--- config.mk ---
export PLATFORM = sky130hd
export DESIGN_NAME = awt_exec
export DESIGN_NICKNAME = d
export VERILOG_FILES = /design/src/core/awt_pkg.sv /design/src/core/awt_dec_if.sv /design/src/core/awt_exec.sv /design/src/core/awt_decoder.sv
export SDC_FILE = /design/constraint.sdc
export NUM_CORES = 1
export LEC_CHECK = 0
export BUFFER_PORTS_ARGS = -buffer_cell sky130_fd_sc_hd__buf_4
export CELL_PAD_IN_SITES_DETAIL_PLACEMENT = 1
export CELL_PAD_IN_SITES_GLOBAL_PLACEMENT = 2
export CORE_ASPECT_RATIO = 0.9
export CORE_UTILIZATION = 30
export DETAILED_ROUTE_END_ITERATION = 10
export PLACE_DENSITY = 0.88
export SYNTH_ARGS = -nofsm -noshare
export SYNTH_HDL_FRONTEND = slang
export SYNTH_SLANG_ARGS = --single-unit
export TNS_END_PERCENT = 5
--- constraint.sdc ---
create_clock -name ref_clk -period 1.99 [get_ports ref_clk]
set_input_delay 0.2985 -clock ref_clk [delete_from_list [all_inputs] [get_ports ref_clk]]
set_output_delay 0.2985 -clock ref_clk [all_outputs]
set_load 0.02 [all_outputs]
--- src/core/awt_pkg.sv ---
// awt_pkg: field layout, opcode constants and widths for the word adder
// assumes: shared by the execute unit and its decode interface
package awt_pkg;
    localparam int          WORD_W       = 32;
    localparam int          REG_IDX_W    = 5;
    localparam int          OPC_HI       = 31;
    localparam int          OPC_LO       = 26;
    localparam int          SRCA_HI      = 25;
    localparam int          SRCA_LO      = 21;
    localparam int          SRCB_HI      = 20;
    localparam int          SRCB_LO      = 16;
    localparam int          DEST_HI      = 15;
    localparam int          DEST_LO      = 11;
    localparam int          ZERO_HI      = 10;
    localparam int          ZERO_LO      = 6;
    localparam int          FUNC_HI      = 5;
    localparam int          FUNC_LO      = 0;
    localparam logic [5:0]  OPC_SPECIAL  = 6'h00;
    localparam logic [4:0]  ZERO_FIELD   = 5'h00;
    localparam logic [5:0]  FUNC_ADD     = 6'h20;
    localparam logic [5:0]  FUNC_ADD_NT  = 6'h21;
    localparam logic [31:0] RESET_WORD   = 32'h0000_0000;
    localparam logic [4:0]  RESET_IDX    = 5'h00;

    // decoded operation class
    typedef enum logic [1:0] {
        AWT_OP_NONE,
        AWT_OP_ADD_TRAP,
        AWT_OP_ADD_NOTRAP
    } awt_op_t;
endpackage : awt_pkg

--- src/core/awt_dec_if.sv ---
// awt_dec_if: decoded fields handed from decoder to execute stage
// assumes: both ends run on ref_clk in the same module
`timescale 1ns/1ps
interface awt_dec_if;
    import awt_pkg::*;
    logic [REG_IDX_W-1:0] src_a;
    logic [REG_IDX_W-1:0] src_b;
    logic [REG_IDX_W-1:0] dest;
    awt_op_t              op;
    modport dec (output src_a, output src_b, output dest, output op);
    modport exe (input src_a, input src_b, input dest, input op);
endinterface : awt_dec_if

--- src/core/awt_exec.sv ---
// awt_exec: decode and execute of the trapping and plain word add
// assumes: register file supplies operands combinationally by index,
// and takes the write port one cycle after the instruction is issued
`timescale 1ns/1ps
module awt_exec
    import awt_pkg::*;
(
    // clock and reset
    input  wire logic                 ref_clk,
    input  wire logic                 rst_n,
    // instruction issue
    input  wire logic                 instr_valid,
    input  wire logic [WORD_W-1:0]    instr,
    // register file read
    output logic [REG_IDX_W-1:0]      rd_idx_a,
    output logic [REG_IDX_W-1:0]      rd_idx_b,
    input  wire logic [WORD_W-1:0]    rd_data_a,
    input  wire logic [WORD_W-1:0]    rd_data_b,
    // register file write
    output logic                      wr_en,
    output logic [REG_IDX_W-1:0]      wr_idx,
    output logic [WORD_W-1:0]         wr_data,
    // exception
    output logic                      ovf_exc
);
    awt_dec_if dec_bus ();

    logic                 wr_en_q, wr_en_d;
    logic [REG_IDX_W-1:0] wr_idx_q, wr_idx_d;
    logic [WORD_W-1:0]    wr_data_q, wr_data_d;
    logic                 ovf_q, ovf_d;
    logic [WORD_W:0]      sum_ext;
    logic                 ovf_hit;

    awt_decoder u_dec (
        .instr (instr),
        .dec   (dec_bus.dec)
    );

    // operand read indices track the current instruction; they stay
    // combinational because operands must return in the issue cycle
    assign rd_idx_a = dec_bus.src_a;
    assign rd_idx_b = dec_bus.src_b;

    // sign-extended add and overflow test on bits 32 and 31
    always_comb begin
        sum_ext = {rd_data_a[WORD_W-1], rd_data_a}
                + {rd_data_b[WORD_W-1], rd_data_b};
        ovf_hit = sum_ext[WORD_W] != sum_ext[WORD_W-1];
    end

    // next state of the write port and exception pulse
    always_comb begin
        wr_en_d    = 1'b0;
        wr_idx_d   = wr_idx_q;
        wr_data_d  = wr_data_q;
        ovf_d      = 1'b0;
        if (instr_valid) begin
            case (dec_bus.op)
                AWT_OP_ADD_TRAP: begin
                    if (ovf_hit) begin
                        ovf_d = 1'b1;
                    end else begin
                        wr_en_d   = 1'b1;
                        wr_idx_d  = dec_bus.dest;
                        wr_data_d = sum_ext[WORD_W-1:0];
                    end
                end
                AWT_OP_ADD_NOTRAP: begin
                    wr_en_d   = 1'b1;
                    wr_idx_d  = dec_bus.dest;
                    wr_data_d = sum_ext[WORD_W-1:0];
                end
                default: begin
                    wr_en_d = 1'b0;
                end
            endcase
        end
    end

    // register stage
    always_ff @(posedge ref_clk or negedge rst_n) begin
        if (!rst_n) begin
            wr_en_q    <= 1'b0;
            wr_idx_q   <= RESET_IDX;
            wr_data_q  <= RESET_WORD;
            ovf_q      <= 1'b0;
        end else begin
            wr_en_q    <= wr_en_d;
            wr_idx_q   <= wr_idx_d;
            wr_data_q  <= wr_data_d;
            ovf_q      <= ovf_d;
        end
    end

    assign wr_en   = wr_en_q;
    assign wr_idx  = wr_idx_q;
    assign wr_data = wr_data_q;
    assign ovf_exc = ovf_q;
endmodule : awt_exec

--- src/core/awt_decoder.sv ---
// awt_decoder: splits an instruction word and classifies the add forms
// assumes: instruction word is stable from same-clock fetch logic
`timescale 1ns/1ps
module awt_decoder
    import awt_pkg::*;
(
    // instruction in
    input  wire logic [WORD_W-1:0] instr,
    // decoded fields out
    awt_dec_if.dec                 dec
);
    // field split and opcode match
    always_comb begin
        dec.src_a = instr[SRCA_HI:SRCA_LO];
        dec.src_b = instr[SRCB_HI:SRCB_LO];
        dec.dest  = instr[DEST_HI:DEST_LO];
        dec.op    = AWT_OP_NONE;
        // non-zero spare field is treated as no operation
        if (instr[OPC_HI:OPC_LO] == OPC_SPECIAL &&
            instr[ZERO_HI:ZERO_LO] == ZERO_FIELD) begin
            if (instr[FUNC_HI:FUNC_LO] == FUNC_ADD) begin
                dec.op = AWT_OP_ADD_TRAP;
            end else if (instr[FUNC_HI:FUNC_LO] == FUNC_ADD_NT) begin
                dec.op = AWT_OP_ADD_NOTRAP;
            end
        end
    end
endmodule : awt_decoder

[Word-level counts from Yosys, hierarchy flattened]
Cells that the tools add are included.
Operators by class
  add/sub/neg operators: 1
  equality and inequality tests: 6
  muxes and demuxes: 13
  reductions and logical operators: 5
Operators with widths (count)
  case mux 32 bit (2 select lines): 1
  adder 32 x 32 -> 33 bit: 1
  2-to-1 mux 32 bit: 1
  equality test 6 bit (second input constant): 2
  case mux 5 bit (2 select lines): 1
  zero test 6 bit: 1
  2-to-1 mux 2 bit: 3
  zero test 5 bit: 1
  2-to-1 mux 1 bit: 5
  2-to-1 mux 5 bit: 1
  AND reduction 3 bit: 1
  equality test 2 x 1 -> 1 bit (second input constant): 1
  equality test 2 bit (second input constant): 1
  != test 2 bit (second input constant): 1
  case mux 1 bit (2 select lines): 1
  nonzero test 2 bit: 1
  logical AND 1 bit: 1
  != test 1 bit: 1
Word-level totals
  register bits: 39
  input port bits: 99
  output and inout bits: 49
  logic and storage cells: 29

[Depth between registers and ports, before layout]
Gate-level depths: netlist of the first run.
  depth in word-level cells: 7
  mapped depth: 11
  gate-level depth less buffers: 10

[Hierarchy]
A second synthesis of the first run with hierarchy kept.
Second synthesis, totals
  cells, all modules: 347
  area total of the unflattened synthesis: 3373.2 µm²
Modules (own cells, without submodules)
  awt_exec: instances 1, cells an instance 324, area each 3209.3 µm², sequential area each 975.9 µm²
  awt_decoder: instances 1, cells an instance 23, area each 163.9 µm², sequential area each 0.0 µm²

[Worst setup path before layout of the first run]
Ideal clock, no wire load.
  kind: input to register
  from: in rd_data_a[9]
  to: reg wr_idx_q[2], in the netlist wr_idx[2]
  data arrival time: 2.949 ns
  data required time: 1.865 ns
  setup slack: -1.084 ns
  stages: 10
  buffers on the path: 1
  cell sequence: ha_1 nand2_1 nor4_2 a211oi_1 or3b_1 a21oi_4 mux2i_1 nor4_4 buf_6 mux2_2
Between the ends
  longest elaborated chain between the ends: 4
Ends and longest elaborated chain
  from (decl): RTL line awt_exec.sv:17  | input wire logic [WORD_W-1:0] rd_data_a,
  adder 32 x 32 -> 33 bit: RTL line awt_exec.sv:48  | + {rd_data_b[WORD_W-1], rd_data_b};
  != test 1 bit: RTL line awt_exec.sv:49  | ovf_hit = sum_ext[WORD_W] != sum_ext[WORD_W-1];
  != test 2 bit (no source line)
  AND reduction 3 bit (no source line)
  to (signal assigned): RTL line awt_exec.sv:90  | wr_idx_q <= wr_idx_d;
  to (decl): RTL line awt_exec.sv:29  | logic [REG_IDX_W-1:0] wr_idx_q, wr_idx_d;
Every way passes these cells.
A chain may end at the register's enable or synchronous reset.

[Worst setup path in the final report of the first run]
  from: in rd_data_b[0]
  to: reg wr_idx_q[4], in the netlist wr_idx[4]
Between the ends
  longest elaborated chain between the ends: 4
Ends and longest elaborated chain
  from (decl): RTL line awt_exec.sv:18  | input wire logic [WORD_W-1:0] rd_data_b,
  adder 32 x 32 -> 33 bit: RTL line awt_exec.sv:48
  != test 1 bit: RTL line awt_exec.sv:49
  != test 2 bit (no source line)
  AND reduction 3 bit (no source line)
Every way passes these cells.

==> flow_metrics.tcl, run 1 <==
set metrics [dict create \
    place_hpwl_mm 9.74 \
    initial_core_util_pct 31.1 \
    dpl.cell_count 705 \
    drt-initial-drc-count 69 \
    grt_max_degree 40 \
    cp.arrival_ps 2970 \
    path_buf_inv 3 \
    overflow 0 \
    async_flop_share_pct 100 \
    cts_buffers 5 \
    r2r_end "wr_idx[4]$_DFFE_PN0P_" \
    clk_latency_ps 280 \
    ioPinCount 148 \
    fmax_mhz 356 \
    maxSlewHeadroom_pct 59.6 \
    postCtsHoldBufs 0 \
    period_minus_slack_ps 2810 \
    antenna_found_initial 0 \
    grt_usage_pct 20.2 \
    timing_hold_violations_final 14 \
    final_core_util_pct 52.8 \
    fin_ws_ps -816 \
    crit_path_max_incr_delay_ps 390 \
    clk_path_buf_depth 2 \
    worstMarginPinSlew_ps 600 \
    synth.lib_cells_used.distinct 54 \
    synth_cells 348 \
    drc_errors 0 \
    fin_cells 715 \
    rr_worst_depth 1 \
    vias 3581 \
    post_drt_via_cell_ratio 5.01 \
    synth_nets 480 \
    cp.required_ps 2160 \
    end_kind "flop" \
    ant_nets 0 \
    crit_cells 13 \
    core_mm2 0.0109 \
    die_h_um 103 \
    post_dp_cell_area_mm2 0.00549 \
    cap_violations 0 \
    finalSetupViolations 39 \
    synth_edf_count 0 \
    r2r_slack_ps 1200 \
    cpMaxStageDelayCell "fa_2" \
    skew_ps 0 \
    critPathLaunchType "input port" \
    ys_ff_latch 39 \
    numClockSinks 39 \
    crit_fanout 20 \
    first_global_vias 3801 \
    ys_warn_count 0 \
    syn_to_final_growth_pct 69.8 \
    portBuffers 127 \
    r2r-start "wr_idx[4]$_DFFE_PN0P_" \
    ir_worst_vdd_v 0.000318 \
    cts-root-buf "clkbuf_16" \
    hold_slack_ps -15.9 \
    rows 36 \
    wire_per_inst_um 16.9 \
    final_common_cell "buf_4" \
    grt_pass1_wl_mm 18.7 \
    drive_gt1_share_pct 56.0 \
    cts_tree "built" \
    fp.dieW_um 114 \
    status "finished, violations left" \
    worstPathCellList "buf_4, ha_4, fa_2, a211oi_2, o21a_1, a21o_1, a211oi_2, or3_1, mux2i_2, nor4_4, buf_4, buf_12, mux2_1" \
    yosys_most_used_dff "dfrtp_1" \
    nNetsFinal 694 \
    postRouteWirelength_mm 12.1 \
    syn_area_mm2 0.00340 \
    rsz0062_at_grt "true" \
    hp-class "in -> async" \
    stdcell_area_mm2 0.00578 \
    endpoint "wr_idx[4]$_DFFE_PN0P_" \
    final_max_slew_viol_count 0 \
    cp-startpoint "rd_data_b[0]" \
    crit_type "in -> reg" \
    synth_area_per_cell_um2 9.77 \
    first_pass_iters 4 \
    finalCritPeriodShare_pct 141 \
    fin_setup_tns_ps -28830 \
    htree_num_levels 2 \
    fp.dieArea_mm2 0.0118 \
    path_clk_slew_ps 60 \
    p_leak_uw 0.00282 \
    power_density_mw_per_mm2 479 \
    yosysSeqAreaShare_pct 28.7 \
    violations "negative hold slack, negative setup slack" \
    mostFrequentLayoutCells "213 x buf_4, 39 x dfrtp_1, 31 x a21oi_1" \
    antenna_cells 0 \
    crit_family "compound AO/OA/AOI/OAI gates" \
    gp_congestion 0.850 \
]
==> kinds of logic after synthesis <==
kind of cell / synth area share (%)
and+or+nand+nor: 12.9
DFF: 28.7
xor gates and xnor gates: 7.21
buffers and inverters: 4.12
AOI/OAI and AO/OA: 21.9
muxes: 12.8
adders and majority gates: 12.4
==> through the flow <==
step | hold slack, ps | power (µW) | worst slack [ps]
final | -15.9 | 2770 | -816
after global routing | 14.4 | 2920 | -872
after CTS | 11.7 | 2760 | -775
after detailed placement | 318 | 1940 | -1160
after global placement | 310 | 1890 | -1110
after floorplan | 2.91 | 1420 | -899
==> registers in the layout, summed over array words and instances, names as in the netlist <==
signal	cells
wr_idx	5
ovf_exc	1
wr_en	1
wr_data	32
==> power breakdown <==
| group | switching, µW | internal, µW |
|---|---|---|
| clock network | 337 | 463 |
| logic | 534 | 640 |
| registers | 0.157 | 793 |
| total | 871 | 1900 |
==> cell usage after synthesis, drive strengths merged, types with 4 or more instances <==
cell type | count | share of area (%)
nand2b | 5 | 0.92
nor2 | 15 | 1.7
and2 | 8 | 1.5
o21a | 7 | 1.5
a211oi | 6 | 1.3
a21o | 21 | 4.6
a21oi | 34 | 5.3
mux2 | 36 | 12
o211ai | 4 | 0.88
nor3 | 6 | 0.88
o21ai | 12 | 1.8
and3 | 5 | 0.92
xnor2 | 18 | 4.6
xor2 | 10 | 2.6
dfrtp | 39 | 29
nor4 | 4 | 1.4
o21bai | 5 | 1.1
nand2 | 15 | 1.7
nand3 | 6 | 0.88
inv | 5 | 0.55
ha | 32 | 12
buf | 14 | 3.3
==> repair_timing <==
item | 4_1_cts | 5_1_grt
setup buffers | 0 | 2
pin swaps | 6 | 6
endpoints found under the setup margin | 39 | 39
resized for setup | 3 | 27
==> metal layers <==
| metal | share of wire (%) | GRT usage (%) |
|---|---|---|
| met1 | 44 | 25.1 |
| met4 | 0.61 | 3.20 |
| met5 | 0 | 0 |
| met3 | 4.3 | 3.59 |
| met2 | 51 | 37.2 |
==> worst min-delay path by stage <==
stage	end	slack, ps	cells past startpoint
2_1_floorplan	ovf_exc$_DFF_PN0_	3	0
3_3_place_gp	wr_data[21]$_DFFE_PN0P_	310	1
3_5_place_dp	wr_data[21]$_DFFE_PN0P_	320	1
4_1_cts	wr_data[21]$_DFFE_PN0P_	10	1
5_1_grt	ovf_exc$_DFF_PN0_	10	1
6_report	ovf_exc$_DFF_PN0_	-20	1
==> layout make-up <==
class / count / area, µm²
Fill cell: 1247 / 5170
Clock inverter: 2 / 12.5
Multi-Input combinational cell: 288 / 2720
Sequential cell: 39 / 976
Timing Repair Buffer: 223 / 1730
Clock buffer: 6 / 129
Tap cell: 152 / 190
Inverter: 5 / 18.8
No activity file was read; power rests on OpenSTA's default activity.
==> inputs of run 2 (changes only) <==
--- a/config.mk
+++ b/config.mk
@@ -9,9 +9,10 @@
 export CELL_PAD_IN_SITES_DETAIL_PLACEMENT = 1
 export CELL_PAD_IN_SITES_GLOBAL_PLACEMENT = 2
 export CORE_ASPECT_RATIO = 0.9
-export CORE_UTILIZATION = 30
+export CORE_UTILIZATION = 31
+export CTS_BUF_LIST = sky130_fd_sc_hd__clkbuf_4
 export DETAILED_ROUTE_END_ITERATION = 10
-export PLACE_DENSITY = 0.88
+export PLACE_DENSITY = 0.91
 export SYNTH_ARGS = -nofsm -noshare
 export SYNTH_HDL_FRONTEND = slang
 export SYNTH_SLANG_ARGS = --single-unit
==> flow_metrics.tcl, run 2 (synthesis results as in run 1) <==
set metrics [dict create \
    fp.dieW_um 112 \
    antenna_cells 0 \
    status "finished, violations left" \
    fmax_mhz 368 \
    p_leak_uw 0.00288 \
    mostFrequentLayoutCells "215 x buf_4, 39 x dfrtp_1, 29 x a21oi_1" \
    fin_setup_tns_ps -25140 \
    gp_congestion 0.850 \
    cp.arrival_ps 2970 \
    fin_ws_ps -724 \
    hold_slack_ps 131 \
    portBuffers 127 \
    drive_gt1_share_pct 58.7 \
    worstPathCellList "buf_4, ha_4, a21o_1, a31o_2, a211o_1, a21oi_2, a21oi_4, mux2i_4, nor4_4, buf_4, clkbuf_16, mux2_2" \
    cts_buffers 5 \
    grt_max_degree 40 \
    min_to "ovf_exc$_DFF_PN0_" \
    timing_hold_violations_final 0 \
    critPathLaunchType "input port" \
    fp.dieArea_mm2 0.0114 \
    ioPinCount 148 \
    die_h_um 101 \
    nNetsFinal 709 \
    rsz0062_at_grt "true" \
    cp.required_ps 2240 \
    maxSlewHeadroom_pct 58.7 \
    grt_pass1_wl_mm 19.6 \
    postRouteWirelength_mm 13.1 \
    clk_path_buf_depth 2 \
    syn_to_final_growth_pct 73.7 \
    numClockSinks 39 \
    crit_family "compound AO/OA/AOI/OAI gates" \
    vias 3742 \
    crit_fanout 8 \
    largest_register_ffs 32 \
    drc_errors 0 \
    path_buf_inv 3 \
    p_total_uw 2490 \
    htree_num_levels 2 \
    cpMaxStageDelayCell "nor4_4" \
    period_minus_slack_ps 2710 \
    cap_violations 0 \
    hp-start "instr[0]" \
    p_comb_share_pct 49.8 \
    overflow 0 \
    first_pass_iters 4 \
    intPower_uw 1610 \
    power_frac_seq_pct 31.9 \
    switching_share_pct 35.3 \
    wire_per_inst_um 18.5 \
    cts_tree "built" \
    r2r_slack_ps 1170 \
    end_kind "flop" \
    dpl.cell_count 686 \
    worstMarginPinSlew_ps 613 \
    place_hpwl_mm 10.1 \
    ant_nets 0 \
    rr_worst_depth 1 \
    violations "negative setup slack" \
    final_common_cell "buf_4" \
    initial_core_util_pct 32.5 \
    path_clk_slew_ps 140 \
    clkPwrFrac_pct 18.4 \
    clk_latency_ps 360 \
    final_max_slew_viol_count 0 \
    final.fill_count 1168 \
    core_mm2 0.0105 \
    first_global_vias 4113 \
    fin_cells 707 \
    worst_path_most_repeated_cell "buf_4" \
    r2r-start "wr_data[26]$_DFFE_PN0P_" \
    rows 35 \
    finalCritPeriodShare_pct 136 \
    r2r_end "wr_data[26]$_DFFE_PN0P_" \
    finalSetupViolations 38 \
    post_drt_via_cell_ratio 5.29 \
    power_density_mw_per_mm2 421 \
    ir_worst_vdd_v 0.000208 \
    crit_type "in -> reg" \
    drt-initial-drc-count 96 \
    antenna_found_initial 0 \
    power.switching_uw 879 \
    hold_path_depth 2 \
    hp-class "in -> reg" \
    crit_path_max_incr_delay_ps 350 \
    grt_usage_pct 21.7 \
    skew_ps 0 \
    crit_cells 12 \
    cts-root-buf "clkbuf_4" \
]
[run 2: cell count changes in the layout (fill, tap and decap cells not counted), sizes merged]
cell | previous run | this run
buf | 223 | 235
clkinv | 1 | 2
clkbuf | 6 | 7
dlygate4sd3 | 0 | 1
[run 2: stage by stage]
stage | area [µm²] | util (%) | worst slack (ps)
after detailed placement | 5480 | 52.3 | -1190
after floorplan | 3740 | - | -899
final | 5910 | 56.4 | -724
after global placement | 5480 | 52.3 | -1040
after CTS | 5670 | 54.1 | -636
after global routing | 5910 | 56.4 | -796
[run 2: worst max-delay path by stage]
stage                        startpoint                 endpoint
final                     rd_data_a[20]  wr_data[28]$_DFFE_PN0P_
after global routing       rd_data_a[4]   wr_data[8]$_DFFE_PN0P_
after CTS                  rd_data_b[2]  wr_data[28]$_DFFE_PN0P_
after detailed placement   rd_data_a[1]  wr_data[28]$_DFFE_PN0P_
after global placement     rd_data_a[1]  wr_data[30]$_DFFE_PN0P_
after floorplan            rd_data_b[7]   wr_data[0]$_DFFE_PN0P_
[run 2: per-layer routing]
metal  routed length (µm)  share of wire (%)  GRT usage [%]  up-vias
li1                     -                  -              -     1758
met1                 5540                 42           25.3     1845
met2                 6900                 53           41.9      126
met3                  504                3.9           3.35       13
met4                  119               0.91           4.82        0
met5                    0                  0              0        -
[run 2: final cells by class]
type / count / area [µm²] / share of cell area [%]
clock inverter: 3 / 25.0 / 0.424
timing repair buffer: 238 / 1920 / 32.4
tap: 129 / 161 / 2.73
sequential: 39 / 976 / 16.5
clock buffer: 5 / 37.5 / 0.635
multi-input combinational: 288 / 2770 / 46.9
inverter: 5 / 18.8 / 0.318
[run 2: power by group through the flow]
stage / logic, µW / registers, µW / clock network (µW)
final: 1240 / 793 / 457
after global routing: 1340 / 793 / 504
after CTS: 1190 / 793 / 474
after detailed placement: 1140 / 808 / 0
after global placement: 1090 / 808 / 0
after floorplan: 614 / 808 / 0
[run 2: what timing repair did]
action / 4_1_cts / 5_1_grt
hold buffers: 1 / 0
endpoints found under the hold margin: 39 / 0
endpoints found under the setup margin: 39 / 39
setup buffers: 2 / 8
gates resized for setup: 25 / 31
pin swaps: 7 / 11
cloned: 0 / 3
==> inputs of run 3 (changes only) <==
--- a/config.mk
+++ b/config.mk
@@ -12,6 +12,7 @@
 export CORE_UTILIZATION = 31
 export CTS_BUF_LIST = sky130_fd_sc_hd__clkbuf_4
 export DETAILED_ROUTE_END_ITERATION = 10
+export MAX_ROUTING_LAYER = met4
 export PLACE_DENSITY = 0.91
 export SYNTH_ARGS = -nofsm -noshare
 export SYNTH_HDL_FRONTEND = slang
==> flow_metrics.tcl, run 3 (synthesis results as in run 1) <==
set metrics [dict create \
    crit_cells 12 \
    die_h_um 101 \
    fin_setup_tns_ps -27240 \
    crit_type "in -> reg" \
    grt_pass1_wl_mm 19.4 \
    finalSetupViolations 39 \
    crit_fanout 8 \
    path_clk_slew_ps 150 \
    power_density_mw_per_mm2 424 \
    ir_worst_vdd_v 0.000227 \
    cpMaxStageDelayCell "or3b_4" \
    fin_ws_ps -760 \
    cts_tree "built" \
    rows 35 \
    cp.arrival_ps 3020 \
    place_hpwl_mm 10.1 \
    maxSlewHeadroom_pct 59.9 \
    postRouteWirelength_mm 13.6 \
    drive_gt1_share_pct 58.5 \
    crit_family "compound AO/OA/AOI/OAI gates" \
    ant_nets 0 \
    overflow 0 \
    switching_share_pct 35.7 \
    final.fill_count 1167 \
    ioPinCount 148 \
    vias 3772 \
    portBuffers 127 \
    crit_path_max_incr_delay_ps 430 \
    fp.dieArea_mm2 0.0114 \
    antenna_found_initial 0 \
    seq_area_um2 976 \
    skew_ps 0 \
    worstMarginPinSlew_ps 595 \
    first_pass_iters 4 \
    rr_worst_depth 1 \
    worstPathCellList "buf_6, ha_4, o211ai_1, o211ai_1, a211oi_2, or3b_4, a21oi_4, mux2i_4, nor4_4, buf_6, clkbuf_16, mux2_4" \
    drc_errors 0 \
    cap_violations 0 \
    numClockSinks 39 \
    fin_cells 708 \
    path_buf_inv 3 \
    status "finished, violations left" \
    cp.required_ps 2260 \
    final_common_cell "buf_4" \
    gp_congestion 0.864 \
    wire_per_inst_um 19.2 \
    intPower_uw 1610 \
    critPathLaunchType "input port" \
    dpl.cell_count 686 \
    fp.dieW_um 112 \
    power.switching_uw 898 \
    period_minus_slack_ps 2750 \
    hp-class "in -> reg" \
    cts-root-buf "clkbuf_4" \
    end_kind "flop" \
    violations "negative setup slack" \
    syn_to_final_growth_pct 74.4 \
    clk_latency_ps 370 \
    drt-initial-drc-count 138 \
    multi_input_area_mm2 0.00278 \
    initial_core_util_pct 32.5 \
    p_leak_uw 0.00289 \
    final_max_slew_viol_count 0 \
    grt_usage_pct 22.2 \
    rsz0062_at_grt "true" \
    grt_max_degree 40 \
    power_frac_seq_pct 31.6 \
    htree_num_levels 2 \
    core_mm2 0.0105 \
    clkPwrFrac_pct 18.6 \
    fmax_mhz 364 \
    hold_path_depth 2 \
    cts_buffers 5 \
    first_global_vias 4058 \
    largest_register_ffs 32 \
    mostFrequentLayoutCells "213 x buf_4, 39 x dfrtp_1, 31 x a21oi_1" \
    hold_slack_ps 118 \
    antenna_cells 0 \
    nNetsFinal 710 \
    post_drt_via_cell_ratio 5.33 \
    clk_path_buf_depth 2 \
    p_comb_share_pct 49.8 \
    timing_hold_violations_final 0 \
    finalCritPeriodShare_pct 138 \
]
==> run 3: changes by cell type in the layout (fill, tap and decap cells not counted), moves of 2 or more <==
cell     previous run  this run
mux2_2             22        18
a21oi_2             4         2
buf_6              18        21
buf_4             215       213
mux2_4             14        18
a21oi_1            29        31
==> run 3: per-stage QoR <==
step | cell area (µm²) | worst slack [ps] | power [µW] | utilization (%)
after CTS | 5670 | -602 | 2450 | 54.2
after detailed placement | 5480 | -1180 | 1940 | 52.3
after global routing | 5930 | -800 | 2660 | 56.7
after floorplan | 3740 | -899 | 1420 | -
final | 5930 | -760 | 2510 | 56.7
after global placement | 5480 | -1040 | 1890 | 52.3
==> run 3: final timing paths <==
path	from	to	slack, ps
max	rd_data_a[3]	wr_data[4]$_DFFE_PN0P_	-760
min	instr[0]	ovf_exc$_DFF_PN0_	120
max reg2reg	wr_data[26]$_DFFE_PN0P_	wr_data[26]$_DFFE_PN0P_	1180
min reg2reg	wr_idx[1]$_DFFE_PN0P_	wr_idx[1]$_DFFE_PN0P_	530
max in group asynchronous	rst_n	wr_data[28]$_DFFE_PN0P_	1180
min in group asynchronous	rst_n	wr_data[21]$_DFFE_PN0P_	410
==> run 3: area by class of cell <==
type                            instances  area share, %
Multi-Input combinational cell        288           46.8
Sequential cell                        39           16.5
Clock buffer                            5          0.633
Inverter                                5          0.316
Timing Repair Buffer                  239           32.6
Tap cell                              129           2.72
Clock inverter                          3          0.422
==> run 3: what timing repair did <==
item	CTS	global route
hold endpoints to repair	39	0
setup endpoints to repair	39	39
gates cloned	0	3
resized for setup	25	37
pin swaps	5	18
hold buffers	1	0
buffers inserted	2	9
==> run 3: power by group through the flow <==
stage	Sequential [µW]	Combinational (µW)	Clock, µW
global route	793	1350	509
global placement	808	1090	0
finish	793	1250	467
detailed placement	808	1130	0
floorplan	808	614	0
CTS	793	1180	476
==> run 3: layer usage <==
layer	vias to the layer above	global-route usage (%)	share of wire (%)
met5	-	-	0
met4	0	4.72	2.0
met3	24	3.71	4.4
met2	135	40.7	51
met1	1842	25.5	42
li1	1771	-	-
